File: src/ledc_consts.vh
// register map, field positions and timing constants of the display
// control register bank; included by the bank module only
`ifndef LEDC_CONSTS_VH
`define LEDC_CONSTS_VH

`define LEDC_ADDR_NOP 8'h00
`define LEDC_ADDR_GLOBAL 8'h0A
`define LEDC_ADDR_LIMIT 8'h0B
`define LEDC_ADDR_OPTION 8'h0E
`define LEDC_ADDR_DIG01 8'h10
`define LEDC_ADDR_DIG23 8'h11
`define LEDC_ADDR_DIG45 8'h12
`define LEDC_ADDR_DIG67 8'h13

`define LEDC_OPT_RESET 8'h00
`define LEDC_BRIGHT_RESET 4'h0
`define LEDC_LIMIT_RESET 3'h0

`define LEDC_OPT_CLK_SEL 0
`define LEDC_OPT_REG_RES 1
`define LEDC_OPT_DECODE 2
`define LEDC_OPT_BLINK_EN 4
`define LEDC_OPT_BLINK_SLOW 5
`define LEDC_OPT_SYNC 6
`define LEDC_OPT_BLINK_START 7

`define LEDC_FRAME_BITS 16
// pwm slots per digit slot, used in the oscillator divider
`define LEDC_PWM_STEPS 16
// internal oscillator in hz, core clock in hz
`define LEDC_OSC_HZ 800
`define LEDC_CORE_HZ 10000000
// half blink periods in milliseconds
`define LEDC_BLINK_FAST_MS 500
`define LEDC_BLINK_SLOW_MS 1000
`endif

File: src/ledc_regs.v
// display control register bank: serial frame intake, brightness, scan
// limit, option register, pwm digit scan and blink timing.
// assumes the serial clock and load strobe come from another domain and
// a host shifts 16-bit frames msb first, address in the upper byte.
`include "ledc_consts.vh"

module ledc_regs #(
  parameter OSC_DIV = `LEDC_CORE_HZ / (`LEDC_OSC_HZ * 8 * `LEDC_PWM_STEPS),
  parameter BLINK_FAST = `LEDC_CORE_HZ / 1000 * `LEDC_BLINK_FAST_MS,
  parameter BLINK_SLOW = `LEDC_CORE_HZ / 1000 * `LEDC_BLINK_SLOW_MS
) (
  input wire core_clk_i,
  input wire reset_i,
  input wire serial_clk_i,
  input wire serial_in_i,
  input wire load_strobe_i,
  output reg serial_out_o,
  output reg [7:0] digit_enable_o,
  output reg segment_enable_o,
  output reg decode_hex_o,
  output reg [7:0] option_o,
  output reg [2:0] scan_limit_o,
  output reg [31:0] brightness_o
);

  reg [2:0] sclk_sync;
  reg [2:0] sdi_sync;
  reg [2:0] load_sync;
  reg sclk_level;
  reg load_level;
  reg [15:0] shift;
  reg [7:0] option;
  reg [3:0] bright [0:7];
  reg [2:0] limit;
  reg [15:0] osc_cnt;
  reg [3:0] pwm_cnt;
  reg [2:0] digit;
  reg [31:0] blink_cnt;
  reg blink_on;
  reg blink_en_d;
  integer i;

  wire sclk_rise;
  wire load_rise;
  wire [7:0] frame_addr;
  wire [7:0] frame_data;
  wire tick;
  wire reg_res;
  wire sync_clear;
  wire [31:0] blink_half;
  wire next_lit;

  // a change counts once the second and third stages agree
  assign sclk_rise = (sclk_sync[2] == sclk_sync[1]) && sclk_sync[1]
    && !sclk_level;
  assign load_rise = (load_sync[2] == load_sync[1]) && load_sync[1]
    && !load_level;
  assign frame_addr = shift[15:8];
  assign frame_data = shift[7:0];
  assign reg_res = option[`LEDC_OPT_REG_RES];
  assign sync_clear = option[`LEDC_OPT_SYNC] && load_rise;

  // scan base tick: divided core clock or the serial clock edge
  assign tick = option[`LEDC_OPT_CLK_SEL] ? sclk_rise :
    (osc_cnt == OSC_DIV[15:0] - 16'h0001);
  assign blink_half = option[`LEDC_OPT_BLINK_SLOW] ? BLINK_SLOW :
    BLINK_FAST;

  // code n lights pwm slots 0..n, code 15 capped at 15 slots
  function lit;
    input [3:0] code;
    input [3:0] slot;
    begin
      if (code == 4'hF)
        lit = (slot < 4'hF);
      else
        lit = (slot <= code);
    end
  endfunction

  assign next_lit = lit(bright[digit], pwm_cnt);

  always @(posedge core_clk_i or posedge reset_i) begin
    if (reset_i) begin
      sclk_sync <= 3'h0;
      sdi_sync <= 3'h0;
      load_sync <= 3'h0;
      sclk_level <= 1'b0;
      load_level <= 1'b0;
    end else begin
      sclk_sync <= {sclk_sync[1:0], serial_clk_i};
      sdi_sync <= {sdi_sync[1:0], serial_in_i};
      load_sync <= {load_sync[1:0], load_strobe_i};
      if (sclk_sync[2] == sclk_sync[1])
        sclk_level <= sclk_sync[1];
      if (load_sync[2] == load_sync[1])
        load_level <= load_sync[1];
    end
  end

  // shift register: oldest bit leaves on serial_out
  always @(posedge core_clk_i or posedge reset_i) begin
    if (reset_i) begin
      shift <= 16'h0000;
      serial_out_o <= 1'b0;
    end else if (sclk_rise) begin
      shift <= {shift[14:0], sdi_sync[2]};
      serial_out_o <= shift[15];
    end
  end

  // register writes on load strobe rise
  always @(posedge core_clk_i or posedge reset_i) begin
    if (reset_i) begin
      option <= `LEDC_OPT_RESET;
      limit <= `LEDC_LIMIT_RESET;
      for (i = 0; i < 8; i = i + 1)
        bright[i] <= `LEDC_BRIGHT_RESET;
    end else begin
      if (load_rise) begin
        case (frame_addr)
          `LEDC_ADDR_GLOBAL: begin
            for (i = 0; i < 8; i = i + 1)
              bright[i] <= frame_data[3:0];
          end
          `LEDC_ADDR_LIMIT: limit <= frame_data[2:0];
          `LEDC_ADDR_OPTION: option <= frame_data;
          `LEDC_ADDR_DIG01, `LEDC_ADDR_DIG23, `LEDC_ADDR_DIG45,
          `LEDC_ADDR_DIG67: begin
            bright[{frame_addr[1:0], 1'b0}] <= frame_data[3:0];
            bright[{frame_addr[1:0], 1'b1}] <= frame_data[7:4];
          end
          default: ;
        endcase
      end
      // defaults win while the soft reset bit stands
      if (reg_res) begin
        limit <= `LEDC_LIMIT_RESET;
        for (i = 0; i < 8; i = i + 1)
          bright[i] <= `LEDC_BRIGHT_RESET;
      end
    end
  end

  // multiplex scan: each enabled digit gets 16 pwm slots
  always @(posedge core_clk_i or posedge reset_i) begin
    if (reset_i) begin
      osc_cnt <= 16'h0000;
      pwm_cnt <= 4'h0;
      digit <= 3'h0;
    end else if (sync_clear) begin
      osc_cnt <= 16'h0000;
      pwm_cnt <= 4'h0;
      digit <= 3'h0;
    end else begin
      if (osc_cnt == OSC_DIV[15:0] - 16'h0001)
        osc_cnt <= 16'h0000;
      else
        osc_cnt <= osc_cnt + 16'h0001;
      if (tick) begin
        pwm_cnt <= pwm_cnt + 4'h1;
        if (pwm_cnt == 4'hF)
          digit <= (digit >= limit) ? 3'h0 : digit + 3'h1;
      end
    end
  end

  // blink phase timer
  always @(posedge core_clk_i or posedge reset_i) begin
    if (reset_i) begin
      blink_cnt <= 32'h00000000;
      blink_on <= 1'b1;
      blink_en_d <= 1'b0;
    end else begin
      blink_en_d <= option[`LEDC_OPT_BLINK_EN];
      if (sync_clear || (option[`LEDC_OPT_BLINK_EN] && !blink_en_d)) begin
        blink_cnt <= 32'h00000000;
        blink_on <= option[`LEDC_OPT_BLINK_START];
      end else if (blink_cnt >= blink_half - 32'h00000001) begin
        blink_cnt <= 32'h00000000;
        blink_on <= !blink_on;
      end else begin
        blink_cnt <= blink_cnt + 32'h00000001;
      end
    end
  end

  always @(posedge core_clk_i or posedge reset_i) begin
    if (reset_i) begin
      // digit 0 is the scan position held in reset, so show it one-hot
      digit_enable_o <= 8'h01;
      segment_enable_o <= 1'b0;
      decode_hex_o <= 1'b0;
      option_o <= `LEDC_OPT_RESET;
      scan_limit_o <= `LEDC_LIMIT_RESET;
      brightness_o <= 32'h00000000;
    end else begin
      digit_enable_o <= 8'h01 << digit;
      segment_enable_o <= next_lit &&
        (!option[`LEDC_OPT_BLINK_EN] || blink_on);
      decode_hex_o <= option[`LEDC_OPT_DECODE];
      option_o <= option;
      scan_limit_o <= limit;
      for (i = 0; i < 8; i = i + 1)
        brightness_o[i*4 +: 4] <= bright[i];
    end
  end

endmodule // ledc_regs

File: config.mk
export PLATFORM = sky130hd
export DESIGN_NAME = ledc_regs
export DESIGN_NICKNAME = d
export VERILOG_FILES = /design/src/ledc_regs.v
export VERILOG_INCLUDE_DIRS = /design/src
export SDC_FILE = /design/constraint.sdc
export NUM_CORES = 1
export LEC_CHECK = 0
export BUFFER_PORTS_ARGS = -buffer_cell sky130_fd_sc_hd__buf_2
export CAP_MARGIN = 30
export CORE_ASPECT_RATIO = 0.5
export CORE_MARGIN = 4
export CORE_UTILIZATION = 25
export CTS_CLUSTER_SIZE = 30
export DETAILED_ROUTE_END_ITERATION = 16
export GPL_ROUTABILITY_DRIVEN = 1
export SYNTH_ARGS = -nofsm -noshare
export SYNTH_HDL_FRONTEND = slang
export SYNTH_SLANG_ARGS = --single-unit
File: constraint.sdc
create_clock -name core_clk_i -period 5.7 [get_ports core_clk_i]
set_input_delay 0.57 -clock core_clk_i [delete_from_list [all_inputs] [get_ports core_clk_i]]
set_output_delay 0.57 -clock core_clk_i [all_outputs]
set_load 0.05 [all_outputs]
==> reports/qor.yml <==
final_layout:
  layout-drive-gt1-share: 0.200
  n_antenna_cell: 0
  area.growth.synth_to_final_pct: 17.5
  regArea_sq_mm: 0.00448
  multi_input_area_sq_mm: 0.00289
  n_fill_cell: 2976
  final_nets: 728
  design_area_sq_mm: 0.00886
cts:
  clkTransAtPathRegs_ns: 0.07
  cts_resized: 0
  cts_setup_buffers: 0
  htreeDepth: 4
  clk_latency_ns: 0.43
  ctsLongestPathBuffers: 2
  clock-sinks: 179
  cts_tree: "built"
  cts_hold_buf: 0
  cts_buffers: 17
  clockRootBuffer: "clkbuf_16"
timing:
  setup_viol: 0
  fin_crit_ns: 2.84
  drv_slew: 0
  holdWs_ns: 0.247
  period_share: 0.499
  fmax_mhz: 352
  relSlewSlack: 0.393
  grt_setup_unrepaired: "false"
  hold_viol_final: 0
  worstMarginPinSlew_ns: 0.907
  final.setup.tns_ns: 0
  worst_slack_ns: 2.86
  fin_skew_ns: 0.00660
detailed_routing:
  avgViaCountPerCell: 4.31
  drcViolationCount: 0
  num_vias: 4730
  postRouteAntennaNets: 0
  drt-wirelength-per-cell_um: 14.2
  route.met3.wl_um: 317
  drt_iter0_markers: 211
  first_pass_iters: 4
  highest_layer: "met4"
  dr_wl_met2_um: 7740
  wl_met1_um: 7260
  routed_wl_um: 15500
placement:
  dpl_cell_area_sq_mm: 0.00827
  place.gp.congestion: 0.765
  dp_hpwl_um: 11000
  portBuffers: 58
  place_ws_ns: 2.87
critical_path:
  worst_ep_arrival_time_ns: 3.20
  cp.required_ns: 6.06
  cp-start-kind: "flip-flop"
  critPathKind: "flip-flop to flip-flop"
  worstSetupEndpointType: "flip-flop"
  crit_path_max_fanout: 13
synthesis:
  ys_seq_area_frac: 0.594
  synth_area_per_cell_sq_um: 12.0
  synth_top_family_by_area: "simple AND/OR/NAND/NOR gates"
  synth-compound-area-share: 0.0552
  synth_xor_area_frac: 0.0453
  synth.area.mux_share: 0.0906
  synthSimpleGateAreaFrac: 0.139
  synthAdderAreaFrac: 0.0498
  synth_edf_count: 0
  synthesis.area_sq_mm: 0.00754
  ys_seq_elements: 179
  synthCells: 630
  synth_flop_cell: "dfrtp_1"
  ys_warn_count: 0
  async_flop_share: 1.00
  yosys.cell_types.count: 51
global_routing:
  overflow: 0
  grt_first_pass_wirelength_um: 25700
  grt_pass1_vias: 4797
  grt.total_usage: 0.0973
  grt_max_degree: 77
  antenna_found_initial: 0
hold_path:
  hold_class: "primary input to asynchronous set/reset pin"
die:
  num_io_pins: 59
  dieWidth_um: 254
  start_util: 0.257
  num_rows: 44
  placeableCoreArea_sq_mm: 0.0293
  die-area_sq_mm: 0.0332
  die_h_um: 131
power:
  power.density_mw_per_mm2: 303
  switching_share: 0.271
  p_leak_uw: 0.00413
  finalPower_uw: 2680
  combPwrFrac: 0.052
  vdd_drop_max_mv: 0.198
  p_sw_uw: 727
  power_frac_seq: 0.522
  clkPwrFrac: 0.426
  cellInternalPower_uw: 1960
status:
  status: "completed"
flow_run:
  timing.max_cap.violations: 0
path summary, 6_finish.rpt:
kind,from,to,slack (ns),cells past startpoint
max in group asynchronous,reset_i,bright[2],4.31,3
max reg2reg,digit[0],segment_enable_o,2.86,9
min reg2reg,sdi_sync[0],sdi_sync[1],0.35,0
min,reset_i,blink_cnt[11],0.25,2
min in group core_clk_i,load_strobe_i,load_sync[0],0.25,1
max,digit[0],segment_enable_o,2.86,9
flip-flops by register name, indices dropped and copies added (netlist names):
name,flops
brightness_o,32
osc_cnt,16
bright,32
scan_limit_o,3
segment_enable_o,1
option,8
sclk_sync,3
limit,3
sdi_sync,3
serial_out_o,1
digit_enable_o,8
sclk_level,1
shift,16
blink_cnt,32
load_sync,3
load_level,1
blink_on,1
option_o,8
pwm_cnt,4
digit,3
cells in the final DEF, fill, tap and decap left out, types with 6 or more instances in the layout:
cell and count:
ha_1 30, conb_1 7, mux2i_1 21, mux4_2 8, and2_1 9, nand3_1 19, nor2_1 88, nor2b_1 8
nor3_1 7, xnor2_1 11, clkbuf_16 17, a21oi_1 25, inv_1 18, a211oi_1 12, mux2_2 26, dfrtp_1 177
a31oi_1 6, nand2_1 34, o21ai_0 12, nand4_1 10, xor2_1 28, buf_2 58
Yosys cell counts (2+ instances only):
cell      count  area share
nand3_1      19       0.013
nor4b_1       2      0.0023
xor2_1       28       0.033
or4_1         2      0.0020
nand2_1      34       0.017
a31oi_1       6      0.0050
inv_1        19      0.0095
buf_2         6      0.0040
and4_1        3      0.0035
and3_1        4      0.0033
or3_1         5      0.0041
ha_1         30       0.050
nand2b_1      4      0.0033
nor3_1        7      0.0046
a21oi_2       2      0.0023
nor4_1        3      0.0025
a21o_1        2      0.0020
a21oi_1      25       0.017
nor3b_1       3      0.0030
nand4b_1      2      0.0023
buf_1         2      0.0010
clkbuf_1     14      0.0070
buf_4         2      0.0020
a211oi_1     12       0.012
dfstp_2       2      0.0070
nor2_1       88       0.044
and2_1        9      0.0075
mux2i_1      21       0.028
o21a_1        3      0.0030
o21ai_0      12      0.0080
or2_1         3      0.0025
or2_2         3      0.0025
mux2_2       26       0.039
mux4_2        8       0.024
dfrtp_1     177        0.59
nor2b_1       8      0.0066
nand4_1      10      0.0083
xnor2_1      11       0.013
routing by layer:
| metal | GRT usage | vias to the layer above |
|---|---|---|
| li1 | - | 2283 |
| met4 | 0.0335 | 0 |
| met2 | 0.163 | 43 |
| met5 | 0 | - |
| met1 | 0.126 | 2387 |
| met3 | 0.0223 | 17 |
cell type report:
type | count | area share
tap | 391 | 0.0552
clock buffer | 17 | 0.0480
clock inverter | 15 | 0.0189
inverter | 20 | 0.00903
sequential | 179 | 0.506
timing repair buffer | 63 | 0.0370
multi-input combinational | 412 | 0.326
through the flow:
step                      std cells   util
after floorplan                 636      -
after global placement         1064  0.282
after detailed placement       1065  0.282
after CTS                      1097  0.302
after global routing           1097  0.302
final                          1097  0.302
power by group through the flow:
stage,Clock [uW],Combinational [uW],Sequential [uW]
6_report,1140,139,1400
4_1_cts,1170,141,1400
2_1_floorplan,0,129,1370
3_3_place_gp,0,138,1430
3_5_place_dp,0,140,1430
5_1_grt,1230,158,1410
cells by family (layout without fill, tap and decap cells):
group	Yosys count	in the layout
other	1	7
XOR/XNOR	39	39
AO/OA/AOI/OAI	68	68
AND/OR/NAND/NOR	213	213
buffers and inverters	45	115
multiplexers	55	55
flip-flops	179	179
adder cells (fa/ha/maj)	30	30
worst max-delay path, stage by stage, from the launching register on:
cell	delay, ns
dfrtp_1	0.85
mux4_2	0.64
mux2i_1	0.20
ha_1	0.27
nor2b_1	0.13
o21a_1	0.16
o21a_1	0.16
o21ai_0	0.14
mux2i_1	0.09
a21oi_1	0.13
Power figures use the tool's default switching activity.
